<file path="config.mk">
export PLATFORM = sky130hd
export DESIGN_NAME = port_xmii_mac_config
export DESIGN_NICKNAME = d
export VERILOG_FILES = /design/src/port_cfg_pkg.sv /design/src/port_xmii_mac_config.sv
export VERILOG_INCLUDE_DIRS = /design/src /design/src/src
export SDC_FILE = /design/constraint.sdc
export NUM_CORES = 1
export LEC_CHECK = 0
export BUFFER_PORTS_ARGS = -buffer_cell sky130_fd_sc_hd__buf_2
export CAP_MARGIN = 30
export CORE_UTILIZATION = 45
export CTS_CLUSTER_DIAMETER = 100
export DETAILED_ROUTE_END_ITERATION = 12
export PLACE_DENSITY_LB_ADDON = 0.05
export SKIP_CTS_REPAIR_TIMING = 1
export SYNTH_ARGS = -nofsm -noshare
export SYNTH_HDL_FRONTEND = slang
export SYNTH_SLANG_ARGS = --single-unit
</file>
<file path="constraint.sdc">
create_clock -name MCLK -period 6 [get_ports MCLK]
set_input_delay 0.9 -clock MCLK [delete_from_list [all_inputs] [get_ports MCLK]]
set_output_delay 0.9 -clock MCLK [all_outputs]
set_load 0.01 [all_outputs]
</file>
<file path="src/port_cfg_cfg.svh">
`ifndef PORT_CFG_CFG_SVH
`define PORT_CFG_CFG_SVH

// Register indices within a port block; byte address is four times
// ((port << 12) | index)
`define IFC_A_IDX 12'h300
`define IFC_B_IDX 12'h301
`define MAC_A_IDX 12'h400
`define MAC_B_IDX 12'h401

// Interface control A fields
`define IFC_A_DUPLEX_BIT 6
`define IFC_A_TXFC_BIT   5
`define IFC_A_LOWSPD_BIT 4
`define IFC_A_RXFC_BIT   3
`define IFC_A_WMASK      8'h7F
`define IFC_A_RESET      8'h50

// Interface control B fields
`define IFC_B_GIGOFF_BIT 6
`define IFC_B_INGDLY_BIT 4
`define IFC_B_EGRDLY_BIT 3
`define IFC_B_ROLE_BIT   2
`define IFC_B_TYPE_LSB   0
`define IFC_B_WMASK      8'hFF
`define IFC_B_RESET      8'h08

// MAC control A and B fields
`define MAC_A_STORM_BIT  1
`define MAC_A_WMASK      8'h0B
`define MAC_A_RESET      8'h00
`define MAC_B_BP_BIT     3
`define MAC_B_PASS_BIT   0
`define MAC_B_WMASK      8'hBF
`define MAC_B_RESET      8'h00

`endif

</file>
<file path="src/port_cfg_pkg.sv">
`default_nettype none
package port_cfg_pkg;
  // Port line speed as seen by the datapath
  typedef enum logic [1:0] {SPEED_10, SPEED_100, SPEED_1000} link_speed_e;
  // External interface kind
  typedef enum logic [1:0] {IF_RGMII, IF_RMII, IF_MII} iface_kind_e;
  // Register targeted by a bus transfer
  typedef enum logic [2:0] {SEL_NONE, SEL_IFC_A, SEL_IFC_B, SEL_MAC_A, SEL_MAC_B} reg_sel_e;
endpackage
`default_nettype wire

</file>
<file path="src/port_xmii_mac_config.sv">
// The implementer's own choice: the AHB-Lite interface to the registers.
`include "port_cfg_cfg.svh"
`default_nettype none
module port_xmii_mac_config #(
  parameter int NUM_PORTS   = 7,
  parameter int IFACE_FIRST = 6
) (
  input  wire logic                      MCLK,
  input  wire logic                      RESET_N,
  // AHB-Lite slave
  input  wire logic                      HSEL,
  input  wire logic [31:0]               HADDR,
  input  wire logic [1:0]                HTRANS,
  input  wire logic                      HWRITE,
  input  wire logic [2:0]                HSIZE,
  input  wire logic [31:0]               HWDATA,
  input  wire logic                      HREADY,
  output var  logic [31:0]               HRDATA,
  output var  logic                      HREADYOUT,
  output var  logic                      HRESP,
  // Configuration straps (asynchronous pins)
  input  wire logic                      FLOW_CONTROL_STRAP,
  input  wire logic                      PORT_A_GIGABIT_STRAP,
  input  wire logic                      PORT_B_GIGABIT_STRAP,
  input  wire logic                      PORT_A_CLOCK_ROLE_STRAP,
  input  wire logic                      PORT_B_CLOCK_ROLE_STRAP,
  input  wire logic [1:0]                PORT_A_IFACE_TYPE_STRAP,
  input  wire logic [1:0]                PORT_B_IFACE_TYPE_STRAP,
  // Duplex of internal ports from same-clock MAC logic, bit n-1 is port n
  input  wire logic [NUM_PORTS-1:0]      PORT_HALF_DUPLEX,
  // External interface settings, index 0 is port IFACE_FIRST
  output var  logic [1:0]                IFACE_FULL_DUPLEX,
  output var  logic [1:0]                IFACE_TX_PAUSE_EN,
  output var  logic [1:0]                IFACE_RX_PAUSE_EN,
  output var  port_cfg_pkg::link_speed_e IFACE_SPEED [2],
  output var  logic [1:0]                IFACE_INGRESS_DELAY_EN,
  output var  logic [1:0]                IFACE_EGRESS_DELAY_EN,
  output var  port_cfg_pkg::iface_kind_e IFACE_TYPE [2],
  output var  logic [1:0]                IFACE_MII_MAC_ROLE,
  output var  logic [1:0]                IFACE_MII_CLOCK_DRIVE,
  output var  logic [1:0]                IFACE_RMII_REDUCED_IFACE_REF_CLOCK_IN,
  output var  logic [1:0]                IFACE_RMII_REDUCED_IFACE_REF_CLOCK_GEN,
  // Switch MAC settings, bit n-1 is port n
  output var  logic [NUM_PORTS-1:0]      STORM_PROTECT_EN,
  output var  logic [NUM_PORTS-1:0]      BACKPRESSURE_ACTIVE,
  output var  logic [NUM_PORTS-1:0]      BAD_FRAME_MIRROR_FWD
);
  import port_cfg_pkg::*;

  localparam int IFACE_PORTS = 2;

  // Overview of this block:
  // Two groups of byte-wide registers sit behind one word-wide bus slave.
  // The interface control pair exists only for the two external ports,
  // which are the last two switch ports.
  // The MAC control pair is repeated for every switch port.
  // Each register takes the low byte of one aligned bus word.
  // Every setting leaves through a flop, so the datapath never sees
  // a glitch while the bus is part way through a transfer.
  // The price is one cycle of latency between the write and its effect.
  // That cost is harmless, because software only changes these settings
  // while the link is idle.

  // Masked write: only writable bits take the bus value
  function automatic logic [7:0] merge(input logic [7:0] old_v, input logic [7:0] new_v,
                                       input logic [7:0] mask);
    merge = (old_v & ~mask) | (new_v & mask);
  endfunction

  // Two-bit type code to interface kind; both upper codes mean MII
  function automatic iface_kind_e kind_of(input logic [1:0] code);
    kind_of = (code == 2'b00) ? IF_RGMII : (code == 2'b01) ? IF_RMII : IF_MII;
  endfunction

  // Strap handling:
  // Strap pins are board levels with no relation to the system clock.
  // They are meant to be static, but nothing guarantees that they are
  // settled at the instant of our clock edge.
  // Two flops per pin keep metastability away from the reset values.
  // Reset must stay low for at least three edges so that the second
  // stage holds a good level before the registers take it.
  // Strap synchronisers; the first stage feeds only the second
  logic [7:0] strap_meta_reg;            // First stage
  logic [7:0] strap_sync_reg;            // Safe to read
  wire  [7:0] strap_raw = {FLOW_CONTROL_STRAP, PORT_A_GIGABIT_STRAP, PORT_B_GIGABIT_STRAP,
                           PORT_A_CLOCK_ROLE_STRAP, PORT_B_CLOCK_ROLE_STRAP,
                           1'b0, 1'b0, 1'b0};
  logic [3:0] type_meta_reg;             // First stage, both type straps
  logic [3:0] type_sync_reg;             // Safe to read

  // Straps run freely so they are settled while reset is still held
  always_ff @(posedge MCLK) begin
    strap_meta_reg <= strap_raw;
    strap_sync_reg <= strap_meta_reg;
    type_meta_reg  <= {PORT_A_IFACE_TYPE_STRAP, PORT_B_IFACE_TYPE_STRAP};
    type_sync_reg  <= type_meta_reg;
  end

  // Strap-derived reset values per interface port
  wire       fc_strap = strap_sync_reg[7];
  wire [1:0] gig_strap  = {strap_sync_reg[5], strap_sync_reg[6]};
  wire [1:0] role_strap = {strap_sync_reg[3], strap_sync_reg[4]};
  wire [7:0] ifc_a_rst = `IFC_A_RESET | (8'(fc_strap) << `IFC_A_TXFC_BIT)
                                     | (8'(fc_strap) << `IFC_A_RXFC_BIT);
  wire [7:0] ifc_b_rst [IFACE_PORTS];
  assign ifc_b_rst[0] = `IFC_B_RESET | (8'(gig_strap[0]) << `IFC_B_GIGOFF_BIT)
                        | (8'(role_strap[0]) << `IFC_B_ROLE_BIT) | 8'(type_sync_reg[3:2]);
  assign ifc_b_rst[1] = `IFC_B_RESET | (8'(gig_strap[1]) << `IFC_B_GIGOFF_BIT)
                        | (8'(role_strap[1]) << `IFC_B_ROLE_BIT) | 8'(type_sync_reg[1:0]);

  // Register storage
  logic [7:0] ifc_a_reg [IFACE_PORTS];   // Duplex, speed, flow enables
  logic [7:0] ifc_b_reg [IFACE_PORTS];   // Gigabit, delays, role, type
  logic [7:0] mac_a_reg [NUM_PORTS];     // Storm protection
  logic [7:0] mac_b_reg [NUM_PORTS];     // Back pressure, pass-all

  // Address map:
  // The byte address is four times the word index, and the word index
  // holds the port number above a twelve-bit register index.
  // Any address bit above the port field must be zero.
  // The two lowest address bits must be zero as well.
  // A miss anywhere selects nothing: a write is dropped, a read
  // returns zero, and the response is still OKAY.
  // The decode only looks at the address phase; the data phase works
  // from the latched selection alone.
  // Address phase decode
  wire [14:0] idx      = HADDR[16:2];
  wire [2:0]  a_port   = idx[14:12];
  wire [11:0] a_off    = idx[11:0];
  wire        a_clean  = (HADDR[31:17] == 15'h0000) && (HADDR[1:0] == 2'b00);
  wire        a_is_mac = (int'(a_port) >= 1) && (int'(a_port) <= NUM_PORTS);
  wire        a_is_ifc = (int'(a_port) >= IFACE_FIRST) && (int'(a_port) < IFACE_FIRST + IFACE_PORTS);
  wire [2:0]  ifc_slot = 3'(int'(a_port) - IFACE_FIRST);
  wire [2:0]  mac_slot = a_port - 3'h1;
  wire        a_take   = HSEL && HTRANS[1] && HREADY;
  reg_sel_e   a_sel;
  assign a_sel = !a_clean                          ? SEL_NONE  :
                 (a_off == `IFC_A_IDX && a_is_ifc) ? SEL_IFC_A :
                 (a_off == `IFC_B_IDX && a_is_ifc) ? SEL_IFC_B :
                 (a_off == `MAC_A_IDX && a_is_mac) ? SEL_MAC_A :
                 (a_off == `MAC_B_IDX && a_is_mac) ? SEL_MAC_B : SEL_NONE;
  wire [2:0]  a_slot = (a_sel == SEL_IFC_A || a_sel == SEL_IFC_B) ? ifc_slot : mac_slot;

  // Data phase state
  reg_sel_e   sel_reg;                   // Register of the pending transfer
  logic [2:0] slot_reg;                  // Port slot of the pending transfer
  logic       wr_pend_reg;               // Write data phase this cycle
  logic       rd_pend_reg;               // Read waiting for its data

  // Data phase tracking:
  // A write lands on the edge that closes its data phase, using the
  // bus data that stands during that phase.
  // A read is captured one cycle later. Adding that wait state keeps
  // the read path free of any forwarding logic.
  // The trade is one extra cycle on every read.
  // Latch the address phase; reads get one wait state so that data
  // written just before is visible without a bypass path
  always_ff @(posedge MCLK) begin
    if (!RESET_N) begin
      sel_reg     <= SEL_NONE;
      slot_reg    <= 3'h0;
      wr_pend_reg <= 1'b0;
      rd_pend_reg <= 1'b0;
    end else if (a_take) begin
      sel_reg     <= a_sel;
      slot_reg    <= a_slot;
      wr_pend_reg <= HWRITE;
      rd_pend_reg <= !HWRITE;
    end else begin
      wr_pend_reg <= 1'b0;
      rd_pend_reg <= 1'b0;
    end
  end

  // Read selection; unmapped addresses and read-only bits read zero
  wire [7:0] rd_byte = (sel_reg == SEL_IFC_A) ? (ifc_a_reg[slot_reg[0]] & `IFC_A_WMASK) :
                       (sel_reg == SEL_IFC_B) ? ifc_b_reg[slot_reg[0]] :
                       (sel_reg == SEL_MAC_A) ? (mac_a_reg[slot_reg] & `MAC_A_WMASK) :
                       (sel_reg == SEL_MAC_B) ? (mac_b_reg[slot_reg] & `MAC_B_WMASK) : 8'h00;

  // Ready drops only for the one cycle after a read is taken.
  // A write never stalls the bus.
  // Read data holds until the next read completes, so a late sampler
  // still sees the right value.
  // Bus answer: writes without wait, reads after one wait cycle; always OKAY
  always_ff @(posedge MCLK) begin
    if (!RESET_N) begin
      HREADYOUT <= 1'b1;
      HRESP     <= 1'b0;
      HRDATA    <= 32'h0000_0000;
    end else begin
      HREADYOUT <= !(a_take && !HWRITE);
      HRESP     <= 1'b0;
      if (rd_pend_reg) begin
        HRDATA <= {24'h00_0000, rd_byte};
      end
    end
  end

  // Register update rules:
  // Only bits in the writable mask take the bus value.
  // Read-only bits keep their reset level for good.
  // Reserved bits that are writable are stored and read back as written.
  // Interface port registers; reset values partly from straps
  always_ff @(posedge MCLK) begin
    for (int i = 0; i < IFACE_PORTS; i++) begin
      if (!RESET_N) begin
        ifc_a_reg[i] <= ifc_a_rst;
        ifc_b_reg[i] <= ifc_b_rst[i];
      end else if (wr_pend_reg && slot_reg == 3'(i)) begin
        if (sel_reg == SEL_IFC_A) begin
          ifc_a_reg[i] <= merge(ifc_a_reg[i], HWDATA[7:0], `IFC_A_WMASK);
        end
        if (sel_reg == SEL_IFC_B) begin
          ifc_b_reg[i] <= merge(ifc_b_reg[i], HWDATA[7:0], `IFC_B_WMASK);
        end
      end
    end
  end

  // Slot n-1 belongs to switch port n.
  // Port zero has no MAC registers, so its addresses decode to nothing.
  // Per-port MAC registers, replicated for every switch port
  always_ff @(posedge MCLK) begin
    for (int i = 0; i < NUM_PORTS; i++) begin
      if (!RESET_N) begin
        mac_a_reg[i] <= `MAC_A_RESET;
        mac_b_reg[i] <= `MAC_B_RESET;
      end else if (wr_pend_reg && slot_reg == 3'(i)) begin
        if (sel_reg == SEL_MAC_A) begin
          mac_a_reg[i] <= merge(mac_a_reg[i], HWDATA[7:0], `MAC_A_WMASK);
        end
        if (sel_reg == SEL_MAC_B) begin
          mac_b_reg[i] <= merge(mac_b_reg[i], HWDATA[7:0], `MAC_B_WMASK);
        end
      end
    end
  end

  // Interface settings decoded from the registers.
  // The clock-role bit means different things for MII and RMII, and nothing for RGMII.
  // It is split into one output per meaning, so the pad logic never has
  // to decode the kind again itself.
  logic [1:0]  fd_next;                  // Full duplex
  logic [1:0]  txp_next;                 // Transmit pause allowed
  logic [1:0]  rxp_next;                 // Receive pause allowed
  logic [1:0]  ing_next;                 // Ingress clock delay
  logic [1:0]  egr_next;                 // Egress clock delay
  logic [1:0]  mac_role_next;            // MII, clocks come in
  logic [1:0]  mii_drv_next;             // MII, clocks go out
  logic [1:0]  rmii_in_next;             // Reduced, reference comes in
  logic [1:0]  rmii_gen_next;            // Reduced, reference made here
  link_speed_e speed_next [IFACE_PORTS];
  iface_kind_e kind_next  [IFACE_PORTS];
  logic [NUM_PORTS-1:0] half_dup;        // Effective half duplex per port

  for (genvar g = 0; g < IFACE_PORTS; g++) begin : g_ifc
    wire role = ifc_b_reg[g][`IFC_B_ROLE_BIT];
    assign fd_next[g]  = ifc_a_reg[g][`IFC_A_DUPLEX_BIT];
    // Pause flow control only applies in full duplex
    assign txp_next[g] = fd_next[g] && ifc_a_reg[g][`IFC_A_TXFC_BIT];
    assign rxp_next[g] = fd_next[g] && ifc_a_reg[g][`IFC_A_RXFC_BIT];
    // Low-speed bit only matters when gigabit is deselected
    assign speed_next[g] = !ifc_b_reg[g][`IFC_B_GIGOFF_BIT] ? SPEED_1000 :
                           ifc_a_reg[g][`IFC_A_LOWSPD_BIT] ? SPEED_100 : SPEED_10;
    assign ing_next[g]  = ifc_b_reg[g][`IFC_B_INGDLY_BIT];
    assign egr_next[g]  = ifc_b_reg[g][`IFC_B_EGRDLY_BIT];
    assign kind_next[g] = kind_of(ifc_b_reg[g][`IFC_B_TYPE_LSB +: 2]);
    assign mac_role_next[g] = (kind_next[g] == IF_MII) && role;
    assign mii_drv_next[g]  = (kind_next[g] == IF_MII) && !role;
    assign rmii_in_next[g]  = (kind_next[g] == IF_RMII) && role;
    assign rmii_gen_next[g] = (kind_next[g] == IF_RMII) && !role;
  end

  // Duplex source per port:
  // The external ports have a duplex bit of their own.
  // The inner ports learn their duplex from their own MAC logic, which
  // runs on this same clock, so no synchroniser is needed there.
  // Back pressure is gated by this effective duplex.
  // Interface ports take duplex from their register, others from the MAC
  for (genvar p = 0; p < NUM_PORTS; p++) begin : g_dup
    if (p + 1 >= IFACE_FIRST && p + 1 < IFACE_FIRST + IFACE_PORTS) begin : g_x
      assign half_dup[p] = !fd_next[p + 1 - IFACE_FIRST];
    end else begin : g_i
      assign half_dup[p] = PORT_HALF_DUPLEX[p];
    end
  end

  // Per-port MAC settings
  logic [NUM_PORTS-1:0] storm_next, bp_next, pass_next;
  for (genvar p = 0; p < NUM_PORTS; p++) begin : g_mac
    assign storm_next[p] = mac_a_reg[p][`MAC_A_STORM_BIT];
    assign bp_next[p]    = mac_b_reg[p][`MAC_B_BP_BIT] && half_dup[p];
    // Zero drops bad frames, one forwards them to mirror ports only;
    // flow control frame filtering is not touched here
    assign pass_next[p]  = mac_b_reg[p][`MAC_B_PASS_BIT];
  end

  // Output stage:
  // While reset is held, the outputs show fixed safe levels: full duplex,
  // gigabit speed, the first interface kind, egress delay on and all
  // optional features off.
  // The strap-based values only appear from the first edge after release.
  // A consumer that acts during reset must therefore not rely on the
  // strapped kind.
  // Output flops: settings reach the datapath one cycle after the write
  always_ff @(posedge MCLK) begin
    if (!RESET_N) begin
      IFACE_FULL_DUPLEX      <= 2'b11;
      IFACE_TX_PAUSE_EN      <= 2'b00;
      IFACE_RX_PAUSE_EN      <= 2'b00;
      IFACE_INGRESS_DELAY_EN <= 2'b00;
      IFACE_EGRESS_DELAY_EN  <= 2'b11;
      IFACE_MII_MAC_ROLE     <= 2'b00;
      IFACE_MII_CLOCK_DRIVE  <= 2'b00;
      IFACE_RMII_REDUCED_IFACE_REF_CLOCK_IN   <= 2'b00;
      IFACE_RMII_REDUCED_IFACE_REF_CLOCK_GEN  <= 2'b00;
      STORM_PROTECT_EN       <= '0;
      BACKPRESSURE_ACTIVE    <= '0;
      BAD_FRAME_MIRROR_FWD   <= '0;
      for (int i = 0; i < IFACE_PORTS; i++) begin
        IFACE_SPEED[i] <= SPEED_1000;
        IFACE_TYPE[i]  <= IF_RGMII;
      end
    end else begin
      IFACE_FULL_DUPLEX      <= fd_next;
      IFACE_TX_PAUSE_EN      <= txp_next;
      IFACE_RX_PAUSE_EN      <= rxp_next;
      IFACE_INGRESS_DELAY_EN <= ing_next;
      IFACE_EGRESS_DELAY_EN  <= egr_next;
      IFACE_MII_MAC_ROLE     <= mac_role_next;
      IFACE_MII_CLOCK_DRIVE  <= mii_drv_next;
      IFACE_RMII_REDUCED_IFACE_REF_CLOCK_IN   <= rmii_in_next;
      IFACE_RMII_REDUCED_IFACE_REF_CLOCK_GEN  <= rmii_gen_next;
      STORM_PROTECT_EN       <= storm_next;
      BACKPRESSURE_ACTIVE    <= bp_next;
      BAD_FRAME_MIRROR_FWD   <= pass_next;
      for (int i = 0; i < IFACE_PORTS; i++) begin
        IFACE_SPEED[i] <= speed_next[i];
        IFACE_TYPE[i]  <= kind_next[i];
      end
    end
  end

endmodule
`default_nettype wire

</file>
==> out/results.ini, run 1 <==
[synthesis]
synth_edf_count = 100
yosys_warnings = 0
netlist_instances = 617
ys_types = 51
ys_seq_area_frac = 0.620
synth_area_sq_mm = 0.00762
syn_area_per_cell_sq_um = 12.4
ys_ff_latch = 186
synthArstFlopShare = 0
synthFlopType = edfxtp_1

[pwr]
power.total_mw = 2.68
combPwrFrac = 0.054
seqPwrFrac = 0.524
power.share.clock = 0.422
p_leak_nw = 3.56
p_switching_uw = 595
p_per_area_mw_per_mm2 = 300
swShare = 0.222
internal-power_mw = 2.08
ir_worst_vdd_mv = 0.203

[route]
firstDrtPassIters = 5
drtIter0Drc = 339
vias = 5005
drtAntennaViolNets = 0
totalWireLength_microns = 17000
drc_errors = 0
routed_via_density = 5.19
wl_per_cell_microns = 17.7

[placed_design]
dpl.hpwl_microns = 11900
gp_congestion = 0.762
placed_cell_area_sq_mm = 0.00833
io_buffers = 115
place_ws_ns = 2.92
placed_cells = 933

[sta]
drv_slew = 0
hold_ws_ns = 0.329
fin_tns_setup_ns = 0
slew_headroom = 0.385
finalHoldViolCount = 0
finClkSkew_ns = 0.00879
worst_pin_slew_ns = 0.921
setup_viol = 0
period_needed_ns = 2.60
final.period_utilization = 0.434
worst_slack_ns = 3.40
max_freq_mhz = 384
rsz0062_at_grt = no

[setup_path]
critPathLaunchType = primary input
worst-path-buf-inv = 2
cpPeakStageDelay_ns = 0.55
critPathTopFamily = buffers and inverters
worstPathArrival_ns = 2.79
reg2reg_depth = 4
cp_max_fo = 43
path_class = in2reg
rrSetupSlack_ns = 3.40
critPathCaptureType = flip-flop
path_depth = 5
path_cells = buf_2 > buf_4 > nand2_1 > nor2_2 > mux2_2
required_ns = 6.19
slowest_stage = buf_2

[grt]
grt_overflow = 0
grt_max_degree = 44
first_global_vias = 4903
grt_pass1_wl_microns = 26900
grt_use_total = 0.206
antenna_found_initial = 0

[clock_tree]
cts_htree_levels = 4
cts.sinks = 186
ctsLongestPathBuffers = 2
cts.reportedPaths.clkPinSlew_ns = 0.07
clock_latency_ns = 0.43
numCtsBuffers = 17
cts_tree = yes
root_buffer = clkbuf_16

[outcome]
status = complete, no violations

[finish]
final_util = 0.538
largest_register_ffs = 49
drive_above_1_share = 0.252
design_area_sq_mm = 0.00893
fillerInstances = 1465
fin_cells = 965
multiInputGateArea_sq_mm = 0.00263
area_delta_synth_final_pct = 17.1
final_net_count = 827
diodes = 0
register_area_sq_mm = 0.00472

[floorplan]
start_util = 0.460
core_area_sq_mm = 0.0166
die_w_microns = 132
placementRows = 47
die_area_sq_mm = 0.0175
io_pins = 171
die_h_microns = 132

[job]
maxCapViolCount = 0

[hold_path]
holdCritPathClass = reg2reg
whs_path_depth = 0

==> routing by layer <==
metal  track usage  wire length (microns)  vias up
li1              -                      -     2361
met1         0.274                   7660     2463
met2         0.331                   8200      156
met3        0.0388                    770       25
met4        0.0868                    410        0
met5             0                      0        -
==> power by group through the flow <==
stage | combinational (mW) | clock, mW | sequential [mW]
floorplan | 0.0868 | 0 | 1.43
global placement | 0.139 | 0 | 1.43
finish | 0.144 | 1.13 | 1.40
global route | 0.157 | 1.21 | 1.41
detailed placement | 0.145 | 0 | 1.43
CTS | 0.145 | 1.15 | 1.41
==> synthesized netlist by cell type, types with 2 or more instances <==
master / number / share of area
and2_1: 102 / 0.084
clkbuf_1: 22 / 0.011
a31oi_1: 2 / 0.0016
nor2_8: 2 / 0.0053
mux2i_1: 32 / 0.042
o221ai_1: 3 / 0.0034
a2bb2oi_1: 2 / 0.0023
mux4_2: 8 / 0.024
nand3b_1: 2 / 0.0020
buf_4: 28 / 0.028
buf_2: 7 / 0.0046
or3b_1: 3 / 0.0034
and3_1: 15 / 0.012
nand3_1: 13 / 0.0085
nor3b_2: 2 / 0.0033
nor3_1: 3 / 0.0020
mux2_4: 4 / 0.0079
ha_1: 5 / 0.0082
nand2_1: 27 / 0.013
a21oi_1: 12 / 0.0079
edfxtp_1: 100 / 0.39
o21ai_0: 39 / 0.026
dfxtp_1: 86 / 0.23
inv_1: 8 / 0.0039
a22oi_1: 2 / 0.0020
nor4_1: 5 / 0.0041
nor2b_1: 6 / 0.0049
nor2_1: 26 / 0.013
nand2b_1: 6 / 0.0049
mux2_2: 10 / 0.015
o22ai_1: 4 / 0.0033
nor3b_1: 4 / 0.0039
o211ai_1: 2 / 0.0020
or3_1: 8 / 0.0066
==> placed cells by master (no fill, tap or decap), types with 3 or more instances in the layout <==
master,Yosys,final
mux2_2,10,10
nand3_1,13,13
buf_4,28,8
nor2b_1,6,6
dfxtp_1,86,86
nand2_1,27,27
o21ai_0,39,39
o221ai_1,3,3
nand2b_1,6,6
nor3_1,3,3
conb_1,1,25
or3_1,8,8
inv_1,8,8
and2_1,102,102
nor4_1,5,5
mux2_4,4,4
clkbuf_16,0,19
o22ai_1,4,4
mux2i_1,32,32
and3_1,15,15
edfxtp_1,100,100
inv_6,0,3
ha_1,5,5
buf_2,7,121
mux4_2,8,8
nor2_1,26,26
nor3b_1,4,4
or3b_1,3,3
a21oi_1,12,12
==> cell type report <==
class                      instances  share of cell area
sequential                       186               0.529
clock inverter                    10              0.0115
inverter                           8             0.00336
timing repair buffer             129              0.0746
tap                              220              0.0308
clock buffer                      22              0.0556
multi-input combinational        390               0.295
==> kinds of logic (layout without fill, tap and decap cells) <==
group | after synthesis | in the layout | share of synthesized area
compound gates | 74 | 74 | 0.0569
xor+xnor | 2 | 2 | 0.00230
fa+ha+maj | 5 | 5 | 0.00820
buf+inv | 65 | 169 | 0.0469
flops | 186 | 186 | 0.620
mux | 55 | 55 | 0.0898
other cells | 1 | 25 | 0.000492
simple gates | 229 | 229 | 0.176
==> worst paths after layout <==
path / from / end
setup / recovery: RESET_N / ifc_a_reg[1][3]
hold / removal: type_meta_reg[2] / type_sync_reg[2]
hold reg to reg: type_meta_reg[2] / type_sync_reg[2]
setup reg to reg: wr_pend_reg / ifc_b_reg[1][0]
Note: power is estimated with default switching activity, not from simulation.
==> inputs of run 2 (changes only) <==
Clock period 6 ns to 2.1 ns, I/O delays scaled along.
==> run 2 against run 1 <==
Compared with the run above: global-route usage barely moved; register-to-register slack got worse by 3.2 ns; via count rose by 1.4%; sequential power rose to 2.9 times the previous value; final cell count rose by 3.7%; routed wire length rose by 2.4%; clock power rose to 2.9 times the previous value; critical path type is now reg2reg.
==> out/results.ini, run 2 (synthesis results as in run 1) <==
[route]
met2_length_microns = 8510
wl_per_cell_microns = 17.4
top_layer_used = met4
drtAntennaViolNets = 0
drc_errors = 0
vias = 5076
route.met3.wl_microns = 800
drtIter0Drc = 278
totalWireLength_microns = 17500
routed_via_density = 5.07
met1_length_microns = 7870
firstDrtPassIters = 7

[setup_path]
critPathCaptureType = flip-flop
reg2reg_depth = 5
critPathLaunchType = flip-flop
worstPathArrival_ns = 2.19
path_class = reg2reg
path_cells = buf_12 > mux4_2 > a22oi_1 > o221ai_1 > o2111a_1
cpPeakStageDelay_ns = 0.58
required_ns = 2.42
slowest_stage = mux4_2
cp_max_fo = 20

[finish]
final_common_cell = buf_2
area_delta_synth_final_pct = 21.6
most-common-layout-cells = buf_2 (115), and2_1 (102), edfxtp_1 (100), dfxtp_1 (86)
final_net_count = 863
largest_register_ffs = 49
diodes = 0
final_util = 0.559
drive_above_1_share = 0.278

[job]
maxCapViolCount = 0

[sta]
fin_tns_setup_ns = 0
drv_slew = 0
max_freq_mhz = 534
finalHoldViolCount = 0
hold_ws_ns = 0.120
period_needed_ns = 1.87
finClkSkew_ns = 0.00899
final.period_utilization = 0.891
slew_headroom = 0.654
setup_viol = 0
rsz0062_at_grt = no
worst_pin_slew_ns = 0.518

[hold_path]
whs_path_depth = 2
holdCritPathClass = in2reg

[floorplan]
io_pins = 171
core_area_sq_mm = 0.0166
die_area_sq_mm = 0.0175
die_w_microns = 132
die_h_microns = 132
placementRows = 47
start_util = 0.460

[grt]
antenna_found_initial = 1
grt_use_total = 0.206
grt_overflow = 0
grt_pass1_wl_microns = 27100
first_global_vias = 5047
grt_max_degree = 41

[placed_design]
io_buffers = 115
dpl.hpwl_microns = 12500
gp_congestion = 0.800

[pwr]
p_leak_nw = 3.74
p_per_area_mw_per_mm2 = 832
swShare = 0.237
power.share.clock = 0.421
internal-power_mw = 5.89
ir_worst_vdd_mv = 0.558
seqPwrFrac = 0.520
combPwrFrac = 0.059
p_switching_mw = 1.82

[outcome]
status = complete, no violations

[clock_tree]
cts_htree_levels = 4
clock_latency_ns = 0.43
cts.reportedPaths.clkPinSlew_ns = 0.07
cts_tree = yes
cts.sinks = 186
ctsLongestPathBuffers = 2
numCtsBuffers = 17
root_buffer = clkbuf_16

## run 2: critical path, delay by kind of cell (launching register included)
family / cells / cell delay (ns)
flip-flops: 1 / 0.36
buffers and inverters: 1 / 0.21
multiplexers: 1 / 0.58
AO/OA/AOI/OAI: 3 / 0.61
## run 2: path summary, 6_finish.rpt
path                startpoint                end  slack [ns]
min                     HWRITE          HREADYOUT        0.12
min reg2reg  strap_meta_reg[3]  strap_sync_reg[3]        0.33
max                  flip-flop          HRDATA[0]        0.23
max reg2reg          flip-flop          HRDATA[0]        0.23
## run 2: power groups by stage
stage	Clock [mW]	Combinational (mW)	Sequential, mW
2_1_floorplan	0	0.248	4.09
3_3_place_gp	0	0.437	4.09
3_5_place_dp	0	0.445	4.09
4_1_cts	3.30	0.446	4.01
5_1_grt	3.45	0.494	4.02
6_report	3.25	0.455	4.01
## run 2: metal layers
layer | track usage | vias up
li1 | - | 2441
met1 | 0.273 | 2443
met2 | 0.341 | 172
met3 | 0.0373 | 20
met4 | 0.0741 | 0
met5 | 0 | -
## run 2: area by class of cell
| class | instances | area [sq um] |
|---|---|---|
| clock inverters | 13 | 133 |
| multi-input cells | 390 | 2630 |
| well taps | 220 | 275 |
| flip-flops and latches | 186 | 4720 |
| clock buffers | 19 | 475 |
| fillers | 1417 | 7310 |
| repair buffers | 165 | 998 |
| inverters | 8 | 30.0 |
## run 2: per-stage QoR
stage	worst slack [ns]	cell area, sq um	power (mW)	instances
after floorplan	0.0433	7710	4.34	641
after global placement	0.234	8570	4.53	960
after detailed placement	0.192	8570	4.54	960
after CTS	0.235	9180	7.76	992
after global routing	0.0911	9270	7.97	1001
final	0.229	9270	7.71	1001
==> inputs of run 3 (changes only) <==
Settings changed: ABC_AREA set to 1, BUFFER_PORTS_ARGS -buffer_cell sky130_fd_sc_hd__buf_2 to -buffer_cell sky130_fd_sc_hd__buf_4.
==> run 3 against run 2 <==
Compared with the run above: register-to-register slack improved by 0.09 ns; cell area grew 0.81%; total power increased by 1.1%; clock skew fell by 0.0032 ns; largest power group unchanged.
==> out/results.ini, run 3 <==
[outcome]
status = complete, no violations

[clock_tree]
ctsLongestPathBuffers = 2
cts.reportedPaths.clkPinSlew_ns = 0.07
cts_tree = yes
clock_latency_ns = 0.43
cts_htree_levels = 4
numCtsBuffers = 17
cts.sinks = 186
root_buffer = clkbuf_16

[route]
firstDrtPassIters = 5
drc_errors = 0
wl_per_cell_microns = 15.3
vias = 5815
drtAntennaViolNets = 0
routed_via_density = 4.84
totalWireLength_microns = 18400
drtIter0Drc = 389

[pwr]
power.total_mw = 7.79
swShare = 0.243
internal-power_mw = 5.90
seqPwrFrac = 0.515
ir_worst_vdd_mv = 0.630
p_leak_nw = 4.17
p_switching_mw = 1.89
power.share.clock = 0.410
p_per_area_mw_per_mm2 = 834
combPwrFrac = 0.075

[finish]
final_common_cell = nand2_1
drive_above_1_share = 0.189
final_net_count = 1063
most-common-layout-cells = nand2_1 (188), nor2_1 (177), buf_4 (128), edfxtp_1 (100), dfxtp_1 (86)
fillerInstances = 1513
area_delta_synth_final_pct = 21.7
design_area_sq_mm = 0.00934
largest_register_ffs = 49
diodes = 0

[floorplan]
die_w_microns = 133
placementRows = 47
start_util = 0.461
io_pins = 171
die_h_microns = 133
die_area_sq_mm = 0.0176
core_area_sq_mm = 0.0166

[setup_path]
path_depth = 4
crit_start = sel_reg[2]
slowest_stage = dfxtp_1
path_class = reg2reg
rrSetupSlack_ns = 0.32
critPathTopFamily = simple AND/OR/NAND/NOR gates
worstPathArrival_ns = 1.88
r2r-start = sel_reg[2]
cpPeakStageDelay_ns = 0.51
worst-path-buf-inv = 1
path_cells = nand3_2 > inv_2 > nand2_1 > nand2_1
reg2reg_to = mac_b_reg[5][3]
reg2reg_depth = 4
cpMostUsedCell = nand2_1
required_ns = 2.20
critPathCaptureType = flip-flop
critPathLaunchType = flip-flop
cp_max_fo = 17

[synthesis]
netlist_instances = 846
synthFlopType = edfxtp_1
synthTopCellsByArea = edfxtp_1 (39%), dfxtp_1 (22%), nand2_1 (9.2%)
synth_area_sq_mm = 0.00767
synth_commonest_cells = nand2_1 (188), nor2_1 (177), edfxtp_1 (100), dfxtp_1 (86), inv_1 (61)
ys_types = 35
ys_ff_latch = 186
yosys_warnings = 0
yosysMostFrequentCell = nand2_1
netlist.area_leader.share = 0.391
synth_largest_area_cell = edfxtp_1
synth_edf_count = 100
ys_seq_area_frac = 0.616
synthArstFlopShare = 0
syn_area_per_cell_sq_um = 9.07

[sta]
worst_pin_slew_ns = 0.620
finalHoldViolCount = 0
finClkSkew_ns = 0.00583
setup_viol = 0
final.period_utilization = 0.849
slew_headroom = 0.583
rsz0062_at_grt = no
worst_slack_ns = 0.318
max_freq_mhz = 561
period_needed_ns = 1.78
fin_tns_setup_ns = 0
drv_slew = 0

[grt]
grt_overflow = 0
first_global_vias = 5621
grt_pass1_wl_microns = 29200
grt_max_degree = 66
grt_use_total = 0.218
antenna_found_initial = 0

[placed_design]
gp_congestion = 0.895
io_buffers = 115
placed_cell_area_sq_mm = 0.00866
dpl.hpwl_microns = 13000
place_ws_ns = 0.357

[hold_path]
hold_start = HWRITE
holdCritPathClass = in2reg
hold_end = rd_pend_reg
whs_path_depth = 2

[job]
maxCapViolCount = 0

[run 3: cell count changes after synthesis, moves of 14 or more]
cell and change:
a21oi_1 +14, and2_1 -102, and3_1 -15, inv_1 +53, mux2i_1 -32, nand2_1 +161, nand3_1 +29, nor2_1 +151
o21ai_0 -21, o21ai_1 +24
[run 3: layer usage]
metal,GRT usage,wire length [microns],vias up
met5,0,0,-
met1,0.281,8090,2701
met3,0.0521,1010,14
li1,-,-,2923
met4,0.0587,178,0
met2,0.368,9100,177
[run 3: worst max path at each step]
stage / slack (ns) / to
2_1_floorplan: 0.66 / mac_b_reg[3][0]
3_3_place_gp: 0.43 / mac_b_reg[4][5]
3_5_place_dp: 0.36 / mac_b_reg[5][0]
4_1_cts: 0.33 / mac_b_reg[5][4]
5_1_grt: 0.19 / mac_b_reg[3][3]
6_report: 0.32 / mac_b_reg[5][3]
[run 3: kinds of logic (layout without fill, tap and decap cells)]
group,Yosys count,count (layout),synth area share
flip-flops,186,186,0.616
buffers and inverters,136,247,0.0843
other,1,25,0.000489
AND/OR/NAND/NOR,431,431,0.229
adder cells (fa/ha/maj),5,5,0.00815
XOR/XNOR,1,1,0.00114
AO/OA/AOI/OAI,86,86,0.0616
[run 3: cell type report]
type / count / area (sq um) / share of cell area
sequential: 186 / 4720 / 0.506
multi-input combinational: 548 / 2390 / 0.256
timing repair buffer: 138 / 1070 / 0.115
clock buffer: 18 / 439 / 0.0470
inverter: 77 / 289 / 0.0309
tap: 220 / 275 / 0.0295
clock inverter: 14 / 151 / 0.0162
[run 3: power groups by stage]
stage          registers (mW)  logic, mW  clock network [mW]
2_1_floorplan            4.09      0.331                   0
3_3_place_gp             4.09      0.560                   0
3_5_place_dp             4.10      0.570                   0
4_1_cts                  4.02      0.572                3.24
5_1_grt                  4.03      0.650                3.37
6_report                 4.01      0.583                3.19
[run 3: stage by stage]
step | utilization | std cells | hold slack, ns
detailed placement | 0.521 | 1160 | 0.312
CTS | 0.556 | 1192 | -0.0347
finish | 0.561 | 1201 | 0.0789
global placement | 0.521 | 1160 | 0.311
global route | 0.561 | 1201 | 0.0738
floorplan | - | 870 | 0.310
